### src/mhf_pkg.sv
package mhf_pkg;
    // register indices; byte address is four times the index
    localparam logic [7:0] IDX_HASH_HIGH = 8'h04;
    localparam logic [7:0] IDX_HASH_LOW = 8'h05;
    localparam logic [7:0] IDX_MGMT_CMD = 8'h06;
    localparam logic [7:0] IDX_MGMT_DATA = 8'h07;
    localparam logic [7:0] IDX_FLOW = 8'h08;
    localparam logic [7:0] IDX_FLOW_CTRL = 8'h09;
    localparam int ADDR_W = 10;
    localparam logic [ADDR_W-1:0] ADDR_HASH_HIGH = {IDX_HASH_HIGH, 2'b00};
    localparam logic [ADDR_W-1:0] ADDR_HASH_LOW = {IDX_HASH_LOW, 2'b00};
    localparam logic [ADDR_W-1:0] ADDR_MGMT_CMD = {IDX_MGMT_CMD, 2'b00};
    localparam logic [ADDR_W-1:0] ADDR_MGMT_DATA = {IDX_MGMT_DATA, 2'b00};
    localparam logic [ADDR_W-1:0] ADDR_FLOW = {IDX_FLOW, 2'b00};
    localparam logic [ADDR_W-1:0] ADDR_FLOW_CTRL = {IDX_FLOW_CTRL, 2'b00};
    // command register fields
    localparam int CMD_PHY_ADDR_LSB = 11;
    localparam int CMD_REG_IDX_LSB = 6;
    localparam int CMD_WRITE_BIT = 1;
    localparam int CMD_BUSY_BIT = 0;
    localparam logic [4:0] INTERNAL_PHY_ADDR = 5'h01;
    // flow register fields
    localparam int FLOW_PAUSE_LSB = 16;
    localparam int FLOW_PASS_BIT = 2;
    localparam int FLOW_EN_BIT = 1;
    localparam int FLOW_BUSY_BIT = 0;
    // own control register fields
    localparam int FC_TX_EN_BIT = 0;
    localparam int FC_FULL_DUPLEX_BIT = 1;
    localparam int FC_PASS_ALL_MC_BIT = 2;
    localparam int FC_REQUEST_BIT = 3;
    localparam logic [31:0] RESET_ZERO = 32'h00000000;
    // management timing
    localparam int CLK_MHZ = 100;
    localparam int MDC_PERIOD_NS = 400;
    localparam int MDC_HALF_CYC = (MDC_PERIOD_NS * CLK_MHZ) / 2000;
    localparam int SLOT_BITS = 512;
    typedef enum logic [1:0] {MHF_M_IDLE, MHF_M_SHIFT, MHF_M_DONE} mhf_mstate_t;
endpackage

### src/mhf_regs.sv
// Behaviour
// six-bit index: top bit word, five bit position
// index zero is low bit 0
// selected hash bit one accepts frame
// pass all multicast accepts every group frame
// both hash words host readable and writable
// command bits 15:11 carry PHY address
// command bits 10:6 select PHY register
// write select chooses write or read access
// busy stays high until access completes
// host waits busy low before command writes
// host holds data during PHY write
// read data loaded before busy clears
// data register low 16 bits, rest reserved
// pause frame carries programmed pause time
// full duplex busy until pause frame sent
// half duplex busy while back pressure asserted
// host checks flow busy before flow writes
// all received frames forwarded regardless
// flow enable turns on pause reception; code also needs full duplex set
// transmitter off: no pause, no back pressure
// flow bits 31:16 hold pause time
// valid pause stalls transmitter pause times slot
// host writes zero into flow busy bit
// hash index from destination address CRC
//
// Added by the designer: strobed register access.
module mhf_regs (
    input wire logic CLK,
    input wire logic RST_N,
    input wire logic [9:0] ADDR,
    input wire logic [31:0] WDATA,
    input wire logic WR,
    input wire logic RD,
    output logic [31:0] RDATA,
    input wire logic RX_MC_VALID,
    input wire logic [47:0] RX_DEST_ADDR,
    output logic RX_MC_ACCEPT,
    output logic RX_FORWARD,
    input wire logic RX_PAUSE_VALID,
    input wire logic [15:0] RX_PAUSE_QUANTA,
    output logic TX_STALL,
    output logic PAUSE_TX_REQ,
    output logic [15:0] PAUSE_TX_TIME,
    input wire logic PAUSE_TX_DONE,
    output logic BACK_PRESSURE,
    input wire logic BP_RELEASE,
    output logic MDC,
    output logic MDIO_O,
    output logic MDIO_OE_N,
    input wire logic MDIO_I
);
    logic [31:0] hash_hi_r, hash_hi_nxt, hash_lo_r, hash_lo_nxt;
    logic [4:0] phy_addr_r, phy_addr_nxt, reg_idx_r, reg_idx_nxt;
    logic wsel_r, wsel_nxt;
    logic [15:0] mdata_r, mdata_nxt;
    logic [15:0] pause_time_r, pause_time_nxt;
    logic pass_ctl_r, pass_ctl_nxt, fc_en_r, fc_en_nxt;
    logic tx_en_r, tx_en_nxt, fdx_r, fdx_nxt, pass_mc_r, pass_mc_nxt;
    logic pause_pend_r, pause_pend_nxt, bp_r, bp_nxt;
    logic [25:0] stall_r, stall_nxt;
    logic [31:0] rdata_r, rdata_nxt;
    logic [31:0] crc;
    logic [5:0] hidx;
    logic hbit, eng_busy, eng_done, eng_start;
    logic [15:0] eng_rdata;
    logic flow_busy;

    // crc32 over the destination address, lsb first
    always_comb
    begin
        crc = 32'hffffffff;
        for (int i = 0; i < 48; i++)
            crc = (crc[0] ^ RX_DEST_ADDR[i]) ? ((crc >> 1) ^ 32'hedb88320) : (crc >> 1);
    end
    assign hidx = crc[31:26];

    // word select by top index bit, position by low five
    assign hbit = hidx[5] ? hash_hi_r[hidx[4:0]] : hash_lo_r[hidx[4:0]]; // see R1
    assign RX_MC_ACCEPT = RX_MC_VALID && (pass_mc_r || hbit); // see R3
    // forwarding never depends on the pass control bit
    assign RX_FORWARD = 1'b1;

    assign eng_start = WR && (ADDR == mhf_pkg::ADDR_MGMT_CMD)
        && WDATA[mhf_pkg::CMD_BUSY_BIT] && !eng_busy;

    mhf_mgmt_engine u_eng (
        .clk(CLK),
        .rst_n(RST_N),
        .start(eng_start),
        .write_sel(WDATA[mhf_pkg::CMD_WRITE_BIT]),
        .phy_addr(WDATA[mhf_pkg::CMD_PHY_ADDR_LSB +: 5]),
        .reg_idx(WDATA[mhf_pkg::CMD_REG_IDX_LSB +: 5]),
        .wdata(mdata_r),
        .busy(eng_busy),
        .done(eng_done),
        .rdata(eng_rdata),
        .mdc(MDC),
        .mdio_o(MDIO_O),
        .mdio_oe_n(MDIO_OE_N),
        .mdio_i(MDIO_I)
    );

    assign flow_busy = pause_pend_r || bp_r; // see R15

    // register writes and engine results
    always_comb
    begin
        hash_hi_nxt = hash_hi_r;
        hash_lo_nxt = hash_lo_r;
        phy_addr_nxt = phy_addr_r;
        reg_idx_nxt = reg_idx_r;
        wsel_nxt = wsel_r;
        mdata_nxt = mdata_r;
        pause_time_nxt = pause_time_r;
        pass_ctl_nxt = pass_ctl_r;
        fc_en_nxt = fc_en_r;
        tx_en_nxt = tx_en_r;
        fdx_nxt = fdx_r;
        pass_mc_nxt = pass_mc_r;
        pause_pend_nxt = pause_pend_r;
        bp_nxt = bp_r;
        // far-side clears first, so a request in the same cycle wins
        if (PAUSE_TX_DONE && pause_pend_r)
            pause_pend_nxt = 1'b0;
        if (BP_RELEASE)
            bp_nxt = 1'b0;
        if (WR)
        begin
            unique case (ADDR)
                mhf_pkg::ADDR_HASH_HIGH: hash_hi_nxt = WDATA;
                mhf_pkg::ADDR_HASH_LOW: hash_lo_nxt = WDATA;
                mhf_pkg::ADDR_MGMT_CMD:
                    if (!eng_busy)
                    begin
                        phy_addr_nxt = WDATA[mhf_pkg::CMD_PHY_ADDR_LSB +: 5];
                        reg_idx_nxt = WDATA[mhf_pkg::CMD_REG_IDX_LSB +: 5];
                        wsel_nxt = WDATA[mhf_pkg::CMD_WRITE_BIT];
                    end
                // writes during an access are dropped, data stays frozen
                mhf_pkg::ADDR_MGMT_DATA:
                    if (!eng_busy)
                        mdata_nxt = WDATA[15:0];
                mhf_pkg::ADDR_FLOW:
                begin
                    pause_time_nxt = WDATA[mhf_pkg::FLOW_PAUSE_LSB +: 16];
                    pass_ctl_nxt = WDATA[mhf_pkg::FLOW_PASS_BIT];
                    fc_en_nxt = WDATA[mhf_pkg::FLOW_EN_BIT];
                end
                mhf_pkg::ADDR_FLOW_CTRL:
                begin
                    tx_en_nxt = WDATA[mhf_pkg::FC_TX_EN_BIT];
                    fdx_nxt = WDATA[mhf_pkg::FC_FULL_DUPLEX_BIT];
                    pass_mc_nxt = WDATA[mhf_pkg::FC_PASS_ALL_MC_BIT];
                    if (WDATA[mhf_pkg::FC_REQUEST_BIT] && WDATA[mhf_pkg::FC_TX_EN_BIT])
                    begin
                        if (WDATA[mhf_pkg::FC_FULL_DUPLEX_BIT])
                            pause_pend_nxt = 1'b1;
                        else
                            bp_nxt = 1'b1;
                    end
                end
                default: ;
            endcase
        end
        // read result lands in the data register as busy drops
        if (eng_done && !wsel_r)
            mdata_nxt = eng_rdata;
        // disabling the transmitter cancels both mechanisms
        if (!tx_en_nxt)
        begin
            pause_pend_nxt = 1'b0;
            bp_nxt = 1'b0;
        end
    end

    // pause reception: quanta times 1024 clock cycles, counted down one per cycle
    always_comb
    begin
        stall_nxt = stall_r;
        if (fc_en_r && fdx_r && RX_PAUSE_VALID)
            stall_nxt = {RX_PAUSE_QUANTA, 10'h000};
        else if (stall_r != 26'h0)
            stall_nxt = stall_r - 26'h1;
    end

    // read mux; reserved bits read zero
    always_comb
    begin
        rdata_nxt = mhf_pkg::RESET_ZERO;
        if (RD)
        begin
            unique case (ADDR)
                mhf_pkg::ADDR_HASH_HIGH: rdata_nxt = hash_hi_r;
                mhf_pkg::ADDR_HASH_LOW: rdata_nxt = hash_lo_r;
                mhf_pkg::ADDR_MGMT_CMD:
                    rdata_nxt = {16'h0000, phy_addr_r, reg_idx_r, 4'h0, wsel_r, eng_busy};
                mhf_pkg::ADDR_MGMT_DATA: rdata_nxt = {16'h0000, mdata_r};
                mhf_pkg::ADDR_FLOW:
                    rdata_nxt = {pause_time_r, 13'h0000, pass_ctl_r, fc_en_r, flow_busy};
                mhf_pkg::ADDR_FLOW_CTRL:
                    rdata_nxt = {28'h0000000, 1'b0, pass_mc_r, fdx_r, tx_en_r};
                default: rdata_nxt = mhf_pkg::RESET_ZERO;
            endcase
        end
    end

    always_ff @(posedge CLK or negedge RST_N)
    begin
        if (!RST_N)
        begin
            hash_hi_r <= mhf_pkg::RESET_ZERO;
            hash_lo_r <= mhf_pkg::RESET_ZERO;
            phy_addr_r <= 5'h00;
            reg_idx_r <= 5'h00;
            wsel_r <= 1'b0;
            mdata_r <= 16'h0000;
            pause_time_r <= 16'h0000;
            pass_ctl_r <= 1'b0;
            fc_en_r <= 1'b0;
            tx_en_r <= 1'b0;
            fdx_r <= 1'b0;
            pass_mc_r <= 1'b0;
            pause_pend_r <= 1'b0;
            bp_r <= 1'b0;
            stall_r <= 26'h0;
            rdata_r <= mhf_pkg::RESET_ZERO;
        end
        else
        begin
            hash_hi_r <= hash_hi_nxt;
            hash_lo_r <= hash_lo_nxt;
            phy_addr_r <= phy_addr_nxt;
            reg_idx_r <= reg_idx_nxt;
            wsel_r <= wsel_nxt;
            mdata_r <= mdata_nxt;
            pause_time_r <= pause_time_nxt;
            pass_ctl_r <= pass_ctl_nxt;
            fc_en_r <= fc_en_nxt;
            tx_en_r <= tx_en_nxt;
            fdx_r <= fdx_nxt;
            pass_mc_r <= pass_mc_nxt;
            pause_pend_r <= pause_pend_nxt;
            bp_r <= bp_nxt;
            stall_r <= stall_nxt;
            rdata_r <= rdata_nxt;
        end
    end

    assign RDATA = rdata_r;
    assign TX_STALL = (stall_r != 26'h0);
    assign PAUSE_TX_REQ = pause_pend_r;
    assign PAUSE_TX_TIME = pause_time_r;
    assign BACK_PRESSURE = bp_r;
endmodule

### src/mhf_mgmt_engine.sv
// serial management frame engine: 32 preamble ones, then 32 frame bits
module mhf_mgmt_engine (
    input wire logic clk,
    input wire logic rst_n,
    input wire logic start,
    input wire logic write_sel,
    input wire logic [4:0] phy_addr,
    input wire logic [4:0] reg_idx,
    input wire logic [15:0] wdata,
    output logic busy,
    output logic done,
    output logic [15:0] rdata,
    output logic mdc,
    output logic mdio_o,
    output logic mdio_oe_n,
    input wire logic mdio_i
);
    mhf_pkg::mhf_mstate_t st_r, st_nxt;
    logic [7:0] div_r, div_nxt;
    logic [6:0] bit_r, bit_nxt;
    logic [63:0] sh_r, sh_nxt;
    logic [15:0] rd_r, rd_nxt;
    logic mdc_r, mdc_nxt;
    logic wsel_r, wsel_nxt;
    logic rise;

    assign rise = (div_r == 8'(mhf_pkg::MDC_HALF_CYC - 1)) && !mdc_r;

    // next state; data changes on falling mdc, read samples on rising mdc
    always_comb
    begin
        st_nxt = st_r;
        div_nxt = div_r;
        bit_nxt = bit_r;
        sh_nxt = sh_r;
        rd_nxt = rd_r;
        mdc_nxt = mdc_r;
        wsel_nxt = wsel_r;
        unique case (st_r)
            mhf_pkg::MHF_M_IDLE:
            begin
                mdc_nxt = 1'b0;
                div_nxt = 8'h00;
                if (start)
                begin
                    st_nxt = mhf_pkg::MHF_M_SHIFT;
                    bit_nxt = 7'h00;
                    wsel_nxt = write_sel;
                    sh_nxt = {32'hffffffff, 2'b01, write_sel ? 2'b01 : 2'b10,
                              phy_addr, reg_idx, write_sel ? 2'b10 : 2'b11,
                              write_sel ? wdata : 16'hffff};
                end
            end
            mhf_pkg::MHF_M_SHIFT:
            begin
                if (div_r == 8'(mhf_pkg::MDC_HALF_CYC - 1))
                begin
                    div_nxt = 8'h00;
                    mdc_nxt = !mdc_r;
                    if (mdc_r)
                    begin
                        sh_nxt = {sh_r[62:0], 1'b1};
                        bit_nxt = bit_r + 7'h01;
                        if (bit_r == 7'd63)
                            st_nxt = mhf_pkg::MHF_M_DONE;
                    end
                end
                else
                    div_nxt = div_r + 8'h01;
                if (rise && bit_r >= 7'd48)
                    rd_nxt = {rd_r[14:0], mdio_i};
            end
            mhf_pkg::MHF_M_DONE:
                st_nxt = mhf_pkg::MHF_M_IDLE;
        endcase
    end

    always_ff @(posedge clk or negedge rst_n)
    begin
        if (!rst_n)
        begin
            st_r <= mhf_pkg::MHF_M_IDLE;
            div_r <= 8'h00;
            bit_r <= 7'h00;
            sh_r <= 64'h0;
            rd_r <= 16'h0000;
            mdc_r <= 1'b0;
            wsel_r <= 1'b0;
        end
        else
        begin
            st_r <= st_nxt;
            div_r <= div_nxt;
            bit_r <= bit_nxt;
            sh_r <= sh_nxt;
            rd_r <= rd_nxt;
            mdc_r <= mdc_nxt;
            wsel_r <= wsel_nxt;
        end
    end

    // turnaround and read data: release the line from bit 46 on reads
    assign mdio_oe_n = (st_r != mhf_pkg::MHF_M_SHIFT) || (!wsel_r && bit_r >= 7'd46);
    assign busy = (st_r != mhf_pkg::MHF_M_IDLE);
    assign done = (st_r == mhf_pkg::MHF_M_DONE);
    assign rdata = rd_r;
    assign mdc = mdc_r;
    assign mdio_o = sh_r[63];
endmodule

### config.mk
export PLATFORM = sky130hd
export DESIGN_NAME = mhf_regs
export DESIGN_NICKNAME = d
export VERILOG_FILES = /design/src/mhf_pkg.sv /design/src/mhf_regs.sv /design/src/mhf_mgmt_engine.sv
export SDC_FILE = /design/constraint.sdc
export NUM_CORES = 1
export LEC_CHECK = 0
export ABC_AREA = 1
export BUFFER_PORTS_ARGS = -buffer_cell sky130_fd_sc_hd__clkbuf_2
export CAP_MARGIN = 20
export CORE_ASPECT_RATIO = 0.6
export CORE_MARGIN = 2
export CORE_UTILIZATION = 55
export DETAILED_ROUTE_END_ITERATION = 10
export HOLD_SLACK_MARGIN = 0.02
export PLACE_DENSITY_LB_ADDON = 0.12
export SLEW_MARGIN = 20
export SYNTH_ARGS = -nofsm -noshare
export SYNTH_HDL_FRONTEND = slang
export SYNTH_SLANG_ARGS = --single-unit
### constraint.sdc
create_clock -name CLK -period 8.45 [get_ports CLK]
set_input_delay 0.4225 -clock CLK [delete_from_list [all_inputs] [get_ports CLK]]
set_output_delay 0.4225 -clock CLK [all_outputs]
set_load 0.005 [all_outputs]
==> impl_metrics.csv <==
group,metric,value,unit
yosys,syn_avg_cell_area,6.89,µm²
detailed_routing,routed_wire_length_per_instance,16.9,µm
sta,maxSlewViolCount,0,
power,max-vdd-ir-drop,0.805,mV
critical_path,timing.critical_path.required,8.03,ns
detailed_routing,routed.top_layer,"met4",
yosys,ys_seq_area_share,38.1,%
sta,fmax,163,MHz
sta,rsz_0062_raised_after_global_routing,"no",
cells_and_area,layout.nets,2832,
critical_path,worstReg2RegStart,"stall_r[0]",
critical_path,timing.critical_path.slowest_stage_cell,"sky130_fd_sc_hd__nand2_2",
cts,htree_levels,1,
detailed_routing,final_antenna_net_count,0,
critical_path,timing.critical_path.slowest_cell_delay,0.44,ns
min_path,min_from,"RX_PAUSE_QUANTA[0]",
grt,maximum_number_of_pins_on_one_net_before_global_route_repair,184,
yosys,synth_flop_cell,"sky130_fd_sc_hd__dfrtp_1",
detailed_routing,avgViaCountPerCell,5.60,
critical_path,critical-path-top-cell-by-count,"sky130_fd_sc_hd__nand2_1",
critical_path,cp-start-kind,"input port",
grt,grt_first_pass_wirelength,84.8,mm
cts,worst_setup_hold_path_clk_slew,0.07,ns
place,globalplace.congestion,0.959,
run_status,run_status,"finished, final reports clean",
power,total_power,0.00950,W
sta,finalHoldViolations,0,
cts,numCtsBuffers,28,
critical_path,crit_path_max_fanout,39,
detailed_routing,drt-initial-drc-count,1728,
detailed_routing,detail_route.wirelength,53.3,mm
sta,fin_setup_tns,0,ns
yosys,ffs_w_async_s_r_synth,100,%
place,dp_hpwl,40.6,mm
sta,worst-slew-pin-transition,1.10,ns
sta,layout_worst_path_cycle_share,72.7,%
detailed_routing,wl_met2,21.1,mm
critical_path,worst_reg_to_reg_setup_slack,5.08,ns
power,power_density,477,nW/µm²
yosys,flip_flop_and_latch_count_after_synthesis,271,
yosys,total_nets_after_synthesis,2702,
sta,number_of_failing_setup_endpoints_in_the_final_timing_report,0,
cts,cts_tree,"built",
sta,final.min_clock_period,6.14,ns
yosys,syn-cell-area,17800,µm²
critical_path,rr_endpoint,"stall_r[8]",
min_path,hold_class,"in -> reg",
cells_and_area,fin_area,19900,µm²
grt,grt.total_usage,31.4,%
critical_path,cp-end-kind,"primary output",
yosys,synthesis.instances,2580,
die,floorplan.core_area,31500,µm²
grt,antenna_found_initial,0,
grt,global_route.overflow_total,0,
place,placement.io_buffers,169,
cts,cts_max_path_buffers,3,
detailed_routing,wl_met1,25.7,mm
critical_path,worstSetupPathType,"in -> out",
die,die_area,33800,µm²
yosys,synth_enable_flop_cells,0,
cts,clockRootBuffer,"sky130_fd_sc_hd__clkbuf_16",
die,die_w,236,µm
min_path,worst_hold_path.num_cells,3,
cts,clock_latency,0.58,ns
detailed_routing,met3_wirelength,5.72,mm
run,cap_violations,0,
die,chipHeight,143,µm
min_path,hold_end,"stall_r[10]",
die,placement_rows,50,
cells_and_area,drive_gt1_share,13.9,%
sta,finalClockSkew,0.0285,ns
cells_and_area,n_antenna_cell,0,
yosys,count_of_unique_library_cells_instantiated_by_yosys,56,
detailed_routing,via_count,17600,
critical_path,worst-endpoint-arrival,5.72,ns
cts,post_cts_setup_repair_buffer_count,0,
grt,first_global_vias,15800,
die,initial_utilization,56.5,%
critical_path,worstRegToRegCells,14,
sta,max-slew-margin-rel,26.5,%
die,boundaryPins,171,
yosys,synth.yosys.warnings,0,
detailed_routing,drcViolationCount,0,
power,leakagePower,10.7,nW
cells_and_area,flow.area_growth_from_synthesis,12.0,%
cts,cts_sinks,271,
place,placedInstanceArea,18900,µm²
detailed_routing,drtPass1Iterations,7,
[stage by stage]
stage               hold slack [ns]  util (%)  setup WS [ns]  cells
floorplan                     0.127         -           4.13   2580
finish                       0.0717      63.3           2.31   3147
CTS                          0.0556      63.2           2.45   3147
global placement              0.450      60.1           2.57   3095
global route                 0.0713      63.3           1.82   3147
detailed placement            0.462      60.1           2.46   3095
[area by class of cell]
| type | instances | area [µm²] |
|---|---|---|
| repair buffers | 182 | 968 |
| clock buffers | 44 | 841 |
| clock inverters | 7 | 120 |
| multi-input cells | 1842 | 9230 |
| well taps | 416 | 520 |
| inverters | 385 | 1450 |
| flip-flops and latches | 271 | 6780 |
| fillers | 2880 | 11600 |
[cell families (layout without fill, tap and decap cells)]
group           after synthesis  after routing  share of synthesized area (%)
simple gates               1388           1388                           34.6
fa+ha+maj                     7              7                          0.493
flops                       271            271                           38.1
buf+inv                     467            618                           10.2
xor+xnor                     70             70                           4.00
other cells                   1              1                         0.0211
compound gates              376            376                           12.5
[critical path: cells and delay by family]
family	cells	cell delay (ns)
xor+xnor	1	0.18
buf+inv	6	0.78
compound gates	1	0.26
simple gates	33	4.07
[worst max path at each step]
stage	cells past startpoint	endpoint	start	slack (ns)
2_1_floorplan	42	RX_MC_ACCEPT	RX_DEST_ADDR[7]	4.13
3_3_place_gp	41	RX_MC_ACCEPT	RX_DEST_ADDR[3]	2.57
3_5_place_dp	41	RX_MC_ACCEPT	RX_DEST_ADDR[0]	2.46
4_1_cts	41	RX_MC_ACCEPT	RX_DEST_ADDR[0]	2.45
5_1_grt	41	RX_MC_ACCEPT	RX_DEST_ADDR[3]	1.82
6_report	41	RX_MC_ACCEPT	RX_DEST_ADDR[0]	2.31
[metal layers]
layer | global-route usage [%] | up-vias
li1 | - | 8498
met1 | 49.6 | 8255
met2 | 44.0 | 801
met3 | 6.75 | 61
met4 | 5.20 | 0
met5 | 0 | -
[cells in the mapped netlist, types with 4 or more instances]
cell	number	share of area [%]
sky130_fd_sc_hd__nand2_4	25	1.6
sky130_fd_sc_hd__nand3b_1	11	0.46
sky130_fd_sc_hd__a21oi_1	42	1.2
sky130_fd_sc_hd__xor2_1	47	2.3
sky130_fd_sc_hd__or2_2	7	0.25
sky130_fd_sc_hd__xnor2_1	16	0.79
sky130_fd_sc_hd__nand4_1	11	0.39
sky130_fd_sc_hd__nand3_2	14	0.79
sky130_fd_sc_hd__nand2_2	60	2.1
sky130_fd_sc_hd__a221oi_1	17	0.84
sky130_fd_sc_hd__o221ai_1	5	0.25
sky130_fd_sc_hd__o22ai_1	23	0.81
sky130_fd_sc_hd__ha_1	7	0.49
sky130_fd_sc_hd__inv_2	27	0.57
sky130_fd_sc_hd__buf_2	10	0.28
sky130_fd_sc_hd__o21ai_0	204	5.7
sky130_fd_sc_hd__buf_4	5	0.21
sky130_fd_sc_hd__nor2_1	125	2.6
sky130_fd_sc_hd__dfrtp_1	271	38
sky130_fd_sc_hd__clkinv_1	4	0.084
sky130_fd_sc_hd__nor3_1	15	0.42
sky130_fd_sc_hd__a22oi_1	33	1.4
sky130_fd_sc_hd__a211oi_1	7	0.30
sky130_fd_sc_hd__o211ai_1	22	0.93
sky130_fd_sc_hd__nand2_1	828	17
sky130_fd_sc_hd__a31oi_1	6	0.21
sky130_fd_sc_hd__buf_6	4	0.25
sky130_fd_sc_hd__inv_1	352	7.4
sky130_fd_sc_hd__nor4_1	8	0.28
sky130_fd_sc_hd__nand3_1	275	7.7
sky130_fd_sc_hd__clkbuf_1	60	1.3
[registers in the layout (all words and copies together) (netlist names)]
name,count
BACK_PRESSURE,1
PAUSE_TX_REQ,1
PAUSE_TX_TIME,16
RDATA,32
fc_en_r,1
fdx_r,1
hash_hi_r,32
hash_lo_r,32
mdata_r,16
pass_ctl_r,1
pass_mc_r,1
phy_addr_r,5
reg_idx_r,5
stall_r,26
tx_en_r,1
u_eng.bit_r,7
u_eng.div_r,8
u_eng.mdc,1
u_eng.rdata,16
u_eng.sh_r,64
u_eng.st_r,2
u_eng.wsel_r,1
wsel_r,1
[report_power, final]
part	switching (W)	leakage (nW)	internal, W	total (W)
Combinational	0.00466	6.78	0.00203	0.00668
Sequential	0.0000840	3.48	0.00145	0.00153
Clock	0.000537	0.470	0.000748	0.00129
Total	0.00528	10.7	0.00422	0.00950
[cell usage in the layout (no fill, tap or decap), types with 33 or more instances in the layout]
cell type,n
sky130_fd_sc_hd__nand3_1,275
sky130_fd_sc_hd__inv_1,352
sky130_fd_sc_hd__o21ai_0,204
sky130_fd_sc_hd__nor2_1,123
sky130_fd_sc_hd__clkbuf_2,168
sky130_fd_sc_hd__nand2_1,825
sky130_fd_sc_hd__nand2_2,61
sky130_fd_sc_hd__dfrtp_1,271
sky130_fd_sc_hd__a22oi_1,33
sky130_fd_sc_hd__xor2_1,47
sky130_fd_sc_hd__a21oi_1,42
[timing repair]
item / in CTS / in global routing
hold buffers: 1 / 0
endpoints found under the hold margin: 88 / 0
endpoints found under the setup margin: 0 / 0
resized for setup: 0 / 0
Power figures use the tool's default switching activity.
